===== src/hdl/vipu_map.svh =====
`ifndef VIPU_MAP_SVH
`define VIPU_MAP_SVH

// Register indices; the byte address on the bus is four times the index.
`define IDX_REQ_FLAGS0_LOW   16'hFFE0
`define IDX_REQ_FLAGS0_HIGH  16'hFFE1
`define IDX_REQ_FLAGS1_LOW   16'hFFE2
`define IDX_REQ_FLAGS1_HIGH  16'hFFE3
`define IDX_MASK_FLAGS0_LOW  16'hFFE4
`define IDX_MASK_FLAGS0_HIGH 16'hFFE5
`define IDX_MASK_FLAGS1_LOW  16'hFFE6
`define IDX_PRIO_FLAGS0_LOW  16'hFFE8
`define IDX_PRIO_FLAGS0_HIGH 16'hFFE9
`define IDX_PRIO_FLAGS1_LOW  16'hFFEA
`define IDX_SERVICE_STATUS   16'hFFEB
`define IDX_RISING_EDGE_EN   16'hFF48
`define IDX_FALLING_EDGE_EN  16'hFF49
`define IDX_LOW_VOLTAGE_MODE 16'hFFBE

// Bit positions inside the registers.
`define LVI_RESET_SEL_BIT    1
`define REQ1_RESUME_BIT      0
`define REQ1_TIMER8B_BIT     3

// Reset values.
`define RST_REQ_FLAGS        18'h00000
`define RST_MASK_FLAGS       18'h3FFFF
`define RST_PRIO_FLAGS       18'h3FFFF
`define RST_EDGE_EN          4'h0

// Source counts and vector addresses.
`define NUM_EXT_PINS         4
`define NUM_INT_SOURCES      14
`define NUM_MASKABLE         18
`define LAST_SRC_IDX         5'h11
`define VEC_BASE             16'h0004
`define VEC_LAST             16'h002A
`define VEC_BREAK            16'h003E
`define VEC_RESET            16'h0000

`endif


===== src/hdl/vipu_pkg.sv =====
package vipu_pkg;
  typedef logic [17:0] src_vec_t;
  typedef logic [15:0] vector_addr_t;
  typedef logic [4:0]  src_idx_t;
  typedef logic [31:0] bus_word_t;
  typedef logic [17:0] bus_addr_t;
endpackage : vipu_pkg


===== src/hdl/edge_if.sv =====
`timescale 1ns/1ps
interface edge_if;
  logic [3:0] rise;
  logic [3:0] fall;
  modport source (output rise, output fall);
  modport sink   (input rise, input fall);
endinterface : edge_if


===== src/hdl/ext_pin_edge.sv =====
`timescale 1ns/1ps
module ext_pin_edge #(
  parameter int NUM_PINS = 4
) (
  input  wire logic                mclk,
  input  wire logic                rst_n,
  input  wire logic [NUM_PINS-1:0] pins,
  input  wire logic [NUM_PINS-1:0] risingEdgeEnable,
  input  wire logic [NUM_PINS-1:0] fallingEdgeEnable,
  edge_if.source                   edges
);
  genvar i;
  generate
    for (i = 0; i < NUM_PINS; i++) begin : g_pin
      logic [2:0] sync;
      logic       level;
      logic       risePulse;
      logic       fallPulse;
      logic       next_level;
      logic       next_rise;
      logic       next_fall;

      // A change is accepted only once the second and third stages agree.
      always_comb begin
        next_level = level;
        next_rise  = 1'b0;
        next_fall  = 1'b0;
        if (sync[1] == sync[2]) begin
          next_level = sync[2];
          next_rise  = ~level & sync[2] & risingEdgeEnable[i];
          next_fall  = level & ~sync[2] & fallingEdgeEnable[i];
        end
      end

      always_ff @(posedge mclk or negedge rst_n) begin
        if (!rst_n) begin
          sync      <= 3'h0;
          level     <= 1'b0;
          risePulse <= 1'b0;
          fallPulse <= 1'b0;
        end else begin
          sync      <= {sync[1:0], pins[i]};
          level     <= next_level;
          risePulse <= next_rise;
          fallPulse <= next_fall;
        end
      end

      assign edges.rise[i] = risePulse;
      assign edges.fall[i] = fallPulse;
    end
  endgenerate
endmodule : ext_pin_edge


===== src/hdl/vectored_interrupt_priority_unit.sv =====
// The implementer's own choices: the APB interface to the registers and the address map.
`timescale 1ns/1ps
`include "vipu_map.svh"
// Operation
// - Each maskable source is blocked by its own mask flag.
// - Priority flag bit puts each source in high or low group.
// - Unmasked high-group request may interrupt low-group service.
// - Equal-priority simultaneous requests are resolved by fixed default order.
// - Default priority numbers 0 to 18; smaller number wins.
// - Any unmasked pending request releases stop and halt modes.
// - Four external pin requests and fourteen internal requests.
// - Break instruction raises software interrupt at 003EH, even when disabled.
// - Software interrupt bypasses group and default-order arbitration.
// - Nineteen interrupt sources; reset sources vector to 0000H.
// - Pins 0..3 use priorities 1..4, vectors 0006H..000CH.
// - Low-voltage interrupt at 0004H only when reset select bit is 0.
// - USB status 0,1,2 vector 000EH, 0010H, 001CH; priorities 5,6,12.
// - Serial sources vector 0012H, 0014H, 0016H and 0018H.
// - 8-bit timer matches vector 001AH, 001EH; second timer 002AH, priority 18.
// - 16-bit timer channels vector 0020H and 0022H.
// - USB resume request has priority 16, vector 0024H.
// - Acknowledge clears the chosen source's request flag.
// - Request flags reset to zero.
// - Pins detect rising and falling edges under separate enables.
module vectored_interrupt_priority_unit (
  input  wire logic                   mclk,
  input  wire logic                   rst_n,
  input  wire logic                   psel,
  input  wire logic                   penable,
  input  wire logic                   pwrite,
  input  wire vipu_pkg::bus_addr_t    paddr,
  input  wire vipu_pkg::bus_word_t    pwdata,
  output vipu_pkg::bus_word_t         prdata,
  output logic                        pready,
  output logic                        pslverr,
  input  wire logic [3:0]             extPinIrq,
  input  wire logic                   lowVoltageIrq,
  input  wire logic                   usbStatus0Irq,
  input  wire logic                   usbStatus1Irq,
  input  wire logic                   usbStatus2Irq,
  input  wire logic                   asyncRxErrorIrq,
  input  wire logic                   asyncRxDoneIrq,
  input  wire logic                   asyncTxDoneIrq,
  input  wire logic                   clockedSerialDoneIrq,
  input  wire logic                   timerHMatchIrq,
  input  wire logic                   timer8AMatchIrq,
  input  wire logic                   timer16Ch0Irq,
  input  wire logic                   timer16Ch1Irq,
  input  wire logic                   usbResumeIrq,
  input  wire logic                   timer8BMatchIrq,
  input  wire logic                   breakInstruction,
  input  wire logic                   intEnable,
  input  wire logic                   intAck,
  input  wire logic                   intReturn,
  output logic                        intReq,
  output vipu_pkg::vector_addr_t      intVector,
  output logic                        intHighPrio,
  output logic                        standbyRelease,
  output logic                        lowVoltageResetReq
);
  import vipu_pkg::*;

  src_vec_t     reqFlags;
  src_vec_t     maskFlags;
  src_vec_t     prioFlags;
  logic [3:0]   risingEdgeEnable;
  logic [3:0]   fallingEdgeEnable;
  logic         lowVoltageResetSelect;
  logic         lowActive;
  logic         highActive;
  logic         brkPending;
  logic         winnerBrk;
  src_idx_t     winnerIdx;

  src_vec_t     next_reqFlags;
  src_vec_t     next_maskFlags;
  src_vec_t     next_prioFlags;
  logic [3:0]   next_risingEdgeEnable;
  logic [3:0]   next_fallingEdgeEnable;
  logic         next_lowVoltageResetSelect;
  logic         next_lowActive;
  logic         next_highActive;
  logic         next_brkPending;
  logic         next_winnerBrk;
  src_idx_t     next_winnerIdx;
  logic         next_intReq;
  vector_addr_t next_intVector;
  logic         next_intHighPrio;
  logic         next_standbyRelease;
  logic         next_lowVoltageResetReq;
  bus_word_t    next_prdata;
  logic         next_pslverr;

  src_vec_t     hwSet;
  src_vec_t     candidates;
  src_vec_t     highCandidates;
  src_vec_t     pool;
  logic         ackTake;
  logic         wrTake;
  logic         setupPhase;
  bus_word_t    rdData;
  logic         rdHit;
  logic [15:0]  regIdx;

  edge_if pinEdge ();

  ext_pin_edge #(
    .NUM_PINS          (`NUM_EXT_PINS)
  ) u_pin_edge (
    .mclk              (mclk),
    .rst_n             (rst_n),
    .pins              (extPinIrq),
    .risingEdgeEnable  (risingEdgeEnable),
    .fallingEdgeEnable (fallingEdgeEnable),
    .edges             (pinEdge.source)
  );

  // Vector of a maskable source from its flag index, which equals its default priority,
  // except the last source that sits past the two empty slots.
  function automatic vector_addr_t vectorOf(input src_idx_t idx);
    if (idx == `LAST_SRC_IDX) begin
      vectorOf = `VEC_LAST;
    end else begin
      vectorOf = `VEC_BASE + {10'h000, idx, 1'b0};
    end
  endfunction : vectorOf

  // Flag bit i carries default priority i (bit 17 carries 18), so no source ever holds 17.
  always_comb begin
    hwSet = {timer8BMatchIrq, usbResumeIrq,
             timer16Ch1Irq, timer16Ch0Irq,
             timer8AMatchIrq, usbStatus2Irq, timerHMatchIrq,
             clockedSerialDoneIrq, asyncTxDoneIrq, asyncRxDoneIrq,
             asyncRxErrorIrq,
             usbStatus1Irq, usbStatus0Irq,
             pinEdge.rise | pinEdge.fall,
             lowVoltageIrq & ~lowVoltageResetSelect};
  end

  assign setupPhase = psel & ~penable;
  assign pready     = penable;
  assign wrTake     = psel & penable & pwrite;
  assign ackTake    = intAck & intReq;
  assign regIdx     = paddr[17:2];

  always_comb begin
    rdData = 32'h0000_0000;
    rdHit  = (paddr[1:0] == 2'h0);
    case (regIdx)
      `IDX_REQ_FLAGS0_LOW:   rdData[7:0] = reqFlags[7:0];
      `IDX_REQ_FLAGS0_HIGH:  rdData[7:0] = reqFlags[15:8];
      `IDX_REQ_FLAGS1_LOW:   rdData[7:0] = {4'h0, reqFlags[17], 2'h0, reqFlags[16]};
      `IDX_REQ_FLAGS1_HIGH:  rdData[7:0] = 8'h00;
      `IDX_MASK_FLAGS0_LOW:  rdData[7:0] = maskFlags[7:0];
      `IDX_MASK_FLAGS0_HIGH: rdData[7:0] = maskFlags[15:8];
      `IDX_MASK_FLAGS1_LOW:  rdData[7:0] = {4'h0, maskFlags[17], 2'h0, maskFlags[16]};
      `IDX_PRIO_FLAGS0_LOW:  rdData[7:0] = prioFlags[7:0];
      `IDX_PRIO_FLAGS0_HIGH: rdData[7:0] = prioFlags[15:8];
      `IDX_PRIO_FLAGS1_LOW:  rdData[7:0] = {4'h0, prioFlags[17], 2'h0, prioFlags[16]};
      `IDX_SERVICE_STATUS:   rdData[7:0] = {5'h00, brkPending, highActive, lowActive};
      `IDX_RISING_EDGE_EN:   rdData[7:0] = {4'h0, risingEdgeEnable};
      `IDX_FALLING_EDGE_EN:  rdData[7:0] = {4'h0, fallingEdgeEnable};
      `IDX_LOW_VOLTAGE_MODE: rdData[`LVI_RESET_SEL_BIT] = lowVoltageResetSelect;
      default:               rdHit = 1'b0;
    endcase
  end

  always_comb begin
    next_reqFlags              = reqFlags;
    next_maskFlags             = maskFlags;
    next_prioFlags             = prioFlags;
    next_risingEdgeEnable      = risingEdgeEnable;
    next_fallingEdgeEnable     = fallingEdgeEnable;
    next_lowVoltageResetSelect = lowVoltageResetSelect;
    next_lowActive             = lowActive;
    next_highActive            = highActive;
    next_brkPending            = brkPending;
    next_prdata                = prdata;
    next_pslverr               = pslverr;

    // Read data and the error answer are prepared in the setup cycle.
    if (setupPhase) begin
      next_prdata  = rdHit ? rdData : 32'h0000_0000;
      next_pslverr = ~rdHit;
    end

    if (wrTake && rdHit) begin
      case (regIdx)
        `IDX_REQ_FLAGS0_LOW:   next_reqFlags[7:0]    = pwdata[7:0];
        `IDX_REQ_FLAGS0_HIGH:  next_reqFlags[15:8]   = pwdata[7:0];
        `IDX_REQ_FLAGS1_LOW: begin
          next_reqFlags[16] = pwdata[`REQ1_RESUME_BIT];
          next_reqFlags[17] = pwdata[`REQ1_TIMER8B_BIT];
        end
        `IDX_MASK_FLAGS0_LOW:  next_maskFlags[7:0]   = pwdata[7:0];
        `IDX_MASK_FLAGS0_HIGH: next_maskFlags[15:8]  = pwdata[7:0];
        `IDX_MASK_FLAGS1_LOW: begin
          next_maskFlags[16] = pwdata[`REQ1_RESUME_BIT];
          next_maskFlags[17] = pwdata[`REQ1_TIMER8B_BIT];
        end
        `IDX_PRIO_FLAGS0_LOW:  next_prioFlags[7:0]   = pwdata[7:0];
        `IDX_PRIO_FLAGS0_HIGH: next_prioFlags[15:8]  = pwdata[7:0];
        `IDX_PRIO_FLAGS1_LOW: begin
          next_prioFlags[16] = pwdata[`REQ1_RESUME_BIT];
          next_prioFlags[17] = pwdata[`REQ1_TIMER8B_BIT];
        end
        `IDX_RISING_EDGE_EN:   next_risingEdgeEnable  = pwdata[3:0];
        `IDX_FALLING_EDGE_EN:  next_fallingEdgeEnable = pwdata[3:0];
        `IDX_LOW_VOLTAGE_MODE: next_lowVoltageResetSelect = pwdata[`LVI_RESET_SEL_BIT];
        default: ;
      endcase
    end

    if (ackTake) begin
      if (winnerBrk) begin
        next_brkPending = 1'b0;
      end else begin
        next_reqFlags[winnerIdx] = 1'b0;
        if (intHighPrio) begin
          next_highActive = 1'b1;
        end else begin
          next_lowActive = 1'b1;
        end
      end
    end else if (intReturn) begin
      if (highActive) begin
        next_highActive = 1'b0;
      end else begin
        next_lowActive = 1'b0;
      end
    end

    // Hardware events are merged last so that they survive a clear in the same cycle.
    next_reqFlags = next_reqFlags | hwSet;
    if (breakInstruction) begin
      next_brkPending = 1'b1;
    end
  end

  // Arbitration looks at the state after this edge, so an acknowledged request is
  // withdrawn in the very next cycle instead of lingering one cycle stale.
  always_comb begin
    candidates     = next_reqFlags & ~next_maskFlags;
    highCandidates = candidates & ~next_prioFlags;
    if (next_highActive || !intEnable) begin
      pool = '0;
    end else if (next_lowActive || (|highCandidates)) begin
      pool = highCandidates;
    end else begin
      pool = candidates;
    end
    next_winnerIdx = winnerIdx;
    for (int i = `NUM_MASKABLE - 1; i >= 0; i--) begin
      if (pool[i]) begin
        next_winnerIdx = src_idx_t'(i);
      end
    end
    next_winnerBrk   = next_brkPending;
    next_intReq      = next_brkPending | (|pool);
    next_intHighPrio = 1'b0;
    next_intVector   = intVector;
    if (next_brkPending) begin
      next_intVector = `VEC_BREAK;
    end else if (|pool) begin
      next_intVector   = vectorOf(next_winnerIdx);
      next_intHighPrio = ~next_prioFlags[next_winnerIdx];
    end
    next_standbyRelease     = |candidates;
    next_lowVoltageResetReq = lowVoltageIrq & lowVoltageResetSelect;
  end

  always_ff @(posedge mclk or negedge rst_n) begin
    if (!rst_n) begin
      reqFlags              <= `RST_REQ_FLAGS;
      maskFlags             <= `RST_MASK_FLAGS;
      prioFlags             <= `RST_PRIO_FLAGS;
      risingEdgeEnable      <= `RST_EDGE_EN;
      fallingEdgeEnable     <= `RST_EDGE_EN;
      lowVoltageResetSelect <= 1'b0;
      lowActive             <= 1'b0;
      highActive            <= 1'b0;
      brkPending            <= 1'b0;
      winnerBrk             <= 1'b0;
      winnerIdx             <= 5'h00;
      intReq                <= 1'b0;
      intVector             <= `VEC_RESET;
      intHighPrio           <= 1'b0;
      standbyRelease        <= 1'b0;
      lowVoltageResetReq    <= 1'b0;
      prdata                <= 32'h0000_0000;
      pslverr               <= 1'b0;
    end else begin
      reqFlags              <= next_reqFlags;
      maskFlags             <= next_maskFlags;
      prioFlags             <= next_prioFlags;
      risingEdgeEnable      <= next_risingEdgeEnable;
      fallingEdgeEnable     <= next_fallingEdgeEnable;
      lowVoltageResetSelect <= next_lowVoltageResetSelect;
      lowActive             <= next_lowActive;
      highActive            <= next_highActive;
      brkPending            <= next_brkPending;
      winnerBrk             <= next_winnerBrk;
      winnerIdx             <= next_winnerIdx;
      intReq                <= next_intReq;
      intVector             <= next_intVector;
      intHighPrio           <= next_intHighPrio;
      standbyRelease        <= next_standbyRelease;
      lowVoltageResetReq    <= next_lowVoltageResetReq;
      prdata                <= next_prdata;
      pslverr               <= next_pslverr;
    end
  end
endmodule : vectored_interrupt_priority_unit


===== config.mk =====
export PLATFORM = sky130hd
export DESIGN_NAME = vectored_interrupt_priority_unit
export DESIGN_NICKNAME = d
export VERILOG_FILES = /design/src/hdl/vipu_pkg.sv /design/src/hdl/edge_if.sv /design/src/hdl/ext_pin_edge.sv /design/src/hdl/vectored_interrupt_priority_unit.sv
export VERILOG_INCLUDE_DIRS = /design/src /design/src/hdl
export SDC_FILE = /design/constraint.sdc
export NUM_CORES = 1
export LEC_CHECK = 0
export BUFFER_PORTS_ARGS = -buffer_cell sky130_fd_sc_hd__clkbuf_2
export CAP_MARGIN = 0
export CORE_MARGIN = 10
export CORE_UTILIZATION = 45
export CTS_CLUSTER_DIAMETER = 80
export DETAILED_ROUTE_END_ITERATION = 6
export HOLD_SLACK_MARGIN = 0.03
export PLACE_DENSITY_LB_ADDON = 0.12
export SYNTH_ARGS = -nofsm -noshare
export SYNTH_HDL_FRONTEND = slang
export SYNTH_SLANG_ARGS = --single-unit

===== constraint.sdc =====
create_clock -name mclk -period 9.56 [get_ports mclk]
set_input_delay 0.478 -clock mclk [delete_from_list [all_inputs] [get_ports mclk]]
set_output_delay 0.478 -clock mclk [all_outputs]
set_load 0.02 [all_outputs]

==> impl_table.tex <==
\begin{tabular}{lr}
\hline
Metric & Value \\
\hline
\multicolumn{2}{l}{\textbf{Layout}} \\
\quad Leading cell types in the layout, fill and taps excluded & sky130\_fd\_sc\_hd\_\_dfrtp\_1 (78), sky130\_fd\_sc\_hd\_\_clkbuf\_2 (71), sky130\_fd\_sc\_hd\_\_nor2\_1 (52), sky130\_fd\_sc\_hd\_\_nand2\_1 (46), sky130\_fd\_sc\_hd\_\_nor3\_1 (43) \\
\quad Net count of the finished layout & between 800 and 900 \\
\quad Final cell count without fillers & approximately 960 \\
\quad Layout cells sized above 1 & 27.9\% \\
\quad Layout overhead on the synthesized area & 15.5\% \\
\quad Antenna diode instance count & 0 \\
\quad Most common cell after layout, fill and taps aside & sky130\_fd\_sc\_hd\_\_dfrtp\_1 \\
\multicolumn{2}{l}{\textbf{Synthesis}} \\
\quad Synth warn & 0 \\
\quad Area fraction of the dominant cell type after synthesis & between 20 and 30\% \\
\quad Flop and latch count out of synthesis & approximately 110 \\
\quad Post-synthesis cell type count & 91 \\
\quad Post-synthesis async set-or-reset flop share & 100\% \\
\quad Post-Syn Area per Cell & 9.99 um2 \\
\quad Dominant register cell in the synthesized netlist & sky130\_fd\_sc\_hd\_\_dfrtp\_1 \\
\quad Top cells by area, synth & sky130\_fd\_sc\_hd\_\_dfrtp\_1 (29\%), sky130\_fd\_sc\_hd\_\_dfstp\_2 (14\%), sky130\_fd\_sc\_hd\_\_mux2\_2 (5.1\%), sky130\_fd\_sc\_hd\_\_buf\_4 (4.0\%), sky130\_fd\_sc\_hd\_\_mux2i\_1 (3.5\%) \\
\quad Instance count of the mapped netlist & 680 \\
\quad Sequential element share of the synthesized area & 42.7\% \\
\quad Syn Std Cell Area & roughly 6800 um2 \\
\quad Top cell type by total area after synthesis & sky130\_fd\_sc\_hd\_\_dfrtp\_1 \\
\quad Number of synthesized flops with an enable pin & 0 \\
\multicolumn{2}{l}{\textbf{Clocking}} \\
\quad Clock sink count & 114 \\
\quad Clock latency on the worst-skew pair & 0.43 ns \\
\quad H-tree levels & 4 \\
\quad Root buffer cell & sky130\_fd\_sc\_hd\_\_clkbuf\_16 \\
\quad Longest Clk Path Bufs & 2 \\
\quad Hold Buf Count CTS & 0 \\
\quad Post-CTS setup-driven buffer insertion count & 0 \\
\quad Number of gates given a new drive strength after cts & 0 \\
\quad Number of clock buffers inserted by TritonCTS & 17 \\
\quad Clock tree from TritonCTS & yes \\
\quad Clock-pin slew on the worst setup and hold paths & around 0.06 ns \\
\multicolumn{2}{l}{\textbf{Drt}} \\
\quad Mean routed wirelength per cell & 24.9 um \\
\quad DRC violation total after the first TritonRoute iteration & between 600 and 700 \\
\quad Post-detailed-route via-to-cell ratio & approximately 6.4 \\
\quad Number of routed nets with antenna violations & 0 \\
\quad Routed WL & between 20 and 25 mm \\
\quad Number of detailed-route iterations in the first pass & 5 \\
\quad Final routed DRC violation total & 0 \\
\quad Via Count & 6175 \\
\multicolumn{2}{l}{\textbf{Floorplan}} \\
\quad Initial core utilization & a little under half \\
\quad Horizontal die dimension & $\sim$140 um \\
\quad Die ar. & 20400 um2 \\
\quad Area of the core & 14600 um2 \\
\quad Boundary Pins & $\sim$130 \\
\quad Cell row count & 44 \\
\quad Die outline height & 143 um \\
\multicolumn{2}{l}{\textbf{Timing}} \\
\quad Worst setup skew after layout & approximately 0.013 ns \\
\quad Share of the clock period used by the worst path after layout & approximately 64\% \\
\quad Headroom to the max-slew limit & 32.0\% \\
\quad Worst Max-Slew Pin Slew & around 1.0 ns \\
\quad Final setup viols & 0 \\
\quad Max-slew violation count & 0 \\
\quad Setup repair after global routing missed its margin & false \\
\quad Hold Vio Cnt, Final & 0 \\
\quad Achievable clock frequency & around 160 MHz \\
\quad Final total negative setup slack & 0 ns \\
\quad Final critical delay including setup and external delays & $\sim$6.1 ns \\
\multicolumn{2}{l}{\textbf{GRT}} \\
\quad Via count of the first global-routing pass & about 6000 \\
\quad Largest net degree at the start of global routing & between 50 and 60 \\
\quad Wire length of the first global-routing pass & 36.0 mm \\
\quad Tot GR Track Use & 23.3\% \\
\quad Number of antenna violations at the first check in global routing & 0 \\
\quad Overall overflow remaining after global route & 0 \\
\multicolumn{2}{l}{\textbf{Setup path}} \\
\quad Endpoint required time on the critical path & 9.87 ns \\
\quad Launching point of the worst reg2reg path & winnerBrk\$\_DFF\_PN0\_ \\
\quad Data arrival time at the worst-slack endpoint & around 6.4 ns \\
\quad Critical setup path kind & primary input to register \\
\quad Category of the worst setup path capture point & register \\
\quad Standard cell with the maximum stage delay on the critical path & sky130\_fd\_sc\_hd\_\_nor4\_2 \\
\quad Longest individual stage delay on the worst path & 0.67 ns \\
\quad Setup crit start & paddr[5] \\
\quad Cells traversed along the worst timing path & clkbuf\_2 -> nor2\_1 -> nand4\_1 -> nor2\_1 -> a211oi\_1 -> and3b\_1 -> or4\_1 -> nor4\_2 -> buf\_4 -> and2\_1 -> a211oi\_1 -> a2bb2oi\_1 -> o22a\_1 -> a21oi\_2 -> mux4\_2 -> or3b\_1 -> o311a\_1 \\
\quad Largest driver fanout on the critical path & 15 \\
\quad Startpoint type of the worst setup path & primary input \\
\multicolumn{2}{l}{\textbf{Run status}} \\
\quad Outcome & completed \\
\multicolumn{2}{l}{\textbf{Power and ir drop}} \\
\quad Total internal power & between 0.9 and 1 mW \\
\quad Proportion of power drawn by flip-flops and latches & around two fifths \\
\quad Maximum ir drop on the vdd rail & approximately 130 uV \\
\quad Share of power burned in combinational logic & 9.6\% \\
\quad Power density over cell area & roughly 160 nW/um2 \\
\quad Static leakage & approximately 3.4 nW \\
\quad Share of total power consumed by net switching & 28.0\% \\
\quad Proportion of power drawn by the clock network & between 50\% and 60\% \\
\quad Switching power & approximately 0.36 mW \\
\multicolumn{2}{l}{\textbf{Flow run}} \\
\quad Max Cap Violations & 0 \\
\multicolumn{2}{l}{\textbf{Place}} \\
\quad Routability congestion estimate from global placement & $\sim$0.94 \\
\quad Post-DP HPWL & roughly 18 mm \\
\quad PortBufs & 72 \\
\quad Placed cell count & slightly above 900 \\
\multicolumn{2}{l}{\textbf{Worst hold path}} \\
\quad Type of the most critical hold path & primary input to asynchronous set/reset pin \\
\hline
\end{tabular}
-- metal layers --
layer	global-route usage (%)	vias up	part of all wire, %
met5	0	-	0
met2	34.8	386	43
met1	31.4	3049	43
li1	-	2690	-
met4	8.90	0	2.8
met3	6.33	50	11
-- cells in the mapped netlist (all sizes together) (4+ instances only) --
library cell and number:
dfrtp 78, nor2 53, nand2 46, nor3 46, buf 43, dfstp 36
inv 31, mux2 31, mux2i 24, o21ai 23, a22oi 20, a211oi 16
nor4 16, a21oi 13, nand3 12, nand4 12, a31oi 11, clkbuf 11
or3 10, nand2b 8, a2bb2oi 7, or4 7, a221oi 6, a31o 6
nor2b 6, a2111oi 5, and2 5, and4b 5, a21boi 4, a21o 4
maj3 4, nand3b 4, nor3b 4, o311ai 4, o31ai 4
-- power groups by stage --
| stage | Sequential (mW) | Combinational [mW] | Clock [mW] |
|---|---|---|---|
| 6_report | 0.506 | 0.122 | 0.651 |
| 3_3_place_gp | 0.513 | 0.119 | 0 |
| 3_5_place_dp | 0.514 | 0.120 | 0 |
| 5_1_grt | 0.508 | 0.133 | 0.679 |
| 4_1_cts | 0.506 | 0.121 | 0.657 |
| 2_1_floorplan | 0.514 | 0.0802 | 0 |
-- cell type report --
cell class	instances	area (um2)
multi-input combinational	514	3540
tap	184	230
sequential	114	2900
clock buffer	17	425
timing repair buffer	84	453
fill	1311	6800
inverter	31	116
clock inverter	15	176
-- cells by family after synthesis --
kind of cell,count (synthesis),share of synthesized area (%)
flip-flops,114,42.7
buffers and inverters,85,7.13
adder cells (fa/ha/maj),5,0.774
multiplexers,58,9.67
AO/OA/AOI/OAI,161,18.6
other,1,0.0552
XOR/XNOR,2,0.258
AND/OR/NAND/NOR,254,20.9
-- critical path: cells and delay by family --
family                 cells  cell delay, ns
AO/OA/AOI/OAI              6            1.24
buffers and inverters      2            0.57
multiplexers               1            0.57
AND/OR/NAND/NOR            8            3.55
-- sequential cells by signal (all words and copies together) (netlist names), 4 cells and up --
| register | cells |
|---|---|
| u_pin_edge.g_pin.sync | 12 |
| risingEdgeEnable | 4 |
| u_pin_edge.g_pin.level | 4 |
| winnerIdx | 5 |
| fallingEdgeEnable | 4 |
| reqFlags | 18 |
| intVector | 6 |
| maskFlags | 18 |
| u_pin_edge.g_pin.fallPulse | 4 |
| prioFlags | 18 |
| u_pin_edge.g_pin.risePulse | 4 |
| prdata | 8 |
-- path summary, 6_finish.rpt --
path | end | slack [ns] | depth (start not counted)
max in group asynchronous | reqFlags[15]$_DFF_PN0_ | 8.22 | 2
min in group mclk | u_pin_edge.g_pin[3].sync[0]$_DFF_PN0_ | 0.15 | 1
setup / recovery | intHighPrio$_DFF_PN0_ | 3.46 | 17
hold / removal | u_pin_edge.g_pin[0].risePulse$_DFF_PN0_ | 0.11 | 1
setup reg to reg | intHighPrio$_DFF_PN0_ | 3.84 | 16
hold reg to reg | u_pin_edge.g_pin[0].sync[1]$_DFF_PN0_ | 0.36 | 0
-- metrics by stage --
step	power (mW)	utilization (%)	instance area [um2]	setup slack, ns	hold WS (ns)
after floorplan	0.594	-	6920	4.51	0.182
after global placement	0.632	49.5	7240	3.12	0.332
after detailed placement	0.634	49.5	7240	3.13	0.338
after CTS	1.28	53.6	7840	3.55	0.143
after global routing	1.32	53.6	7840	3.21	0.150
final	1.28	53.6	7840	3.46	0.112
Power figures use the tool's default switching activity.
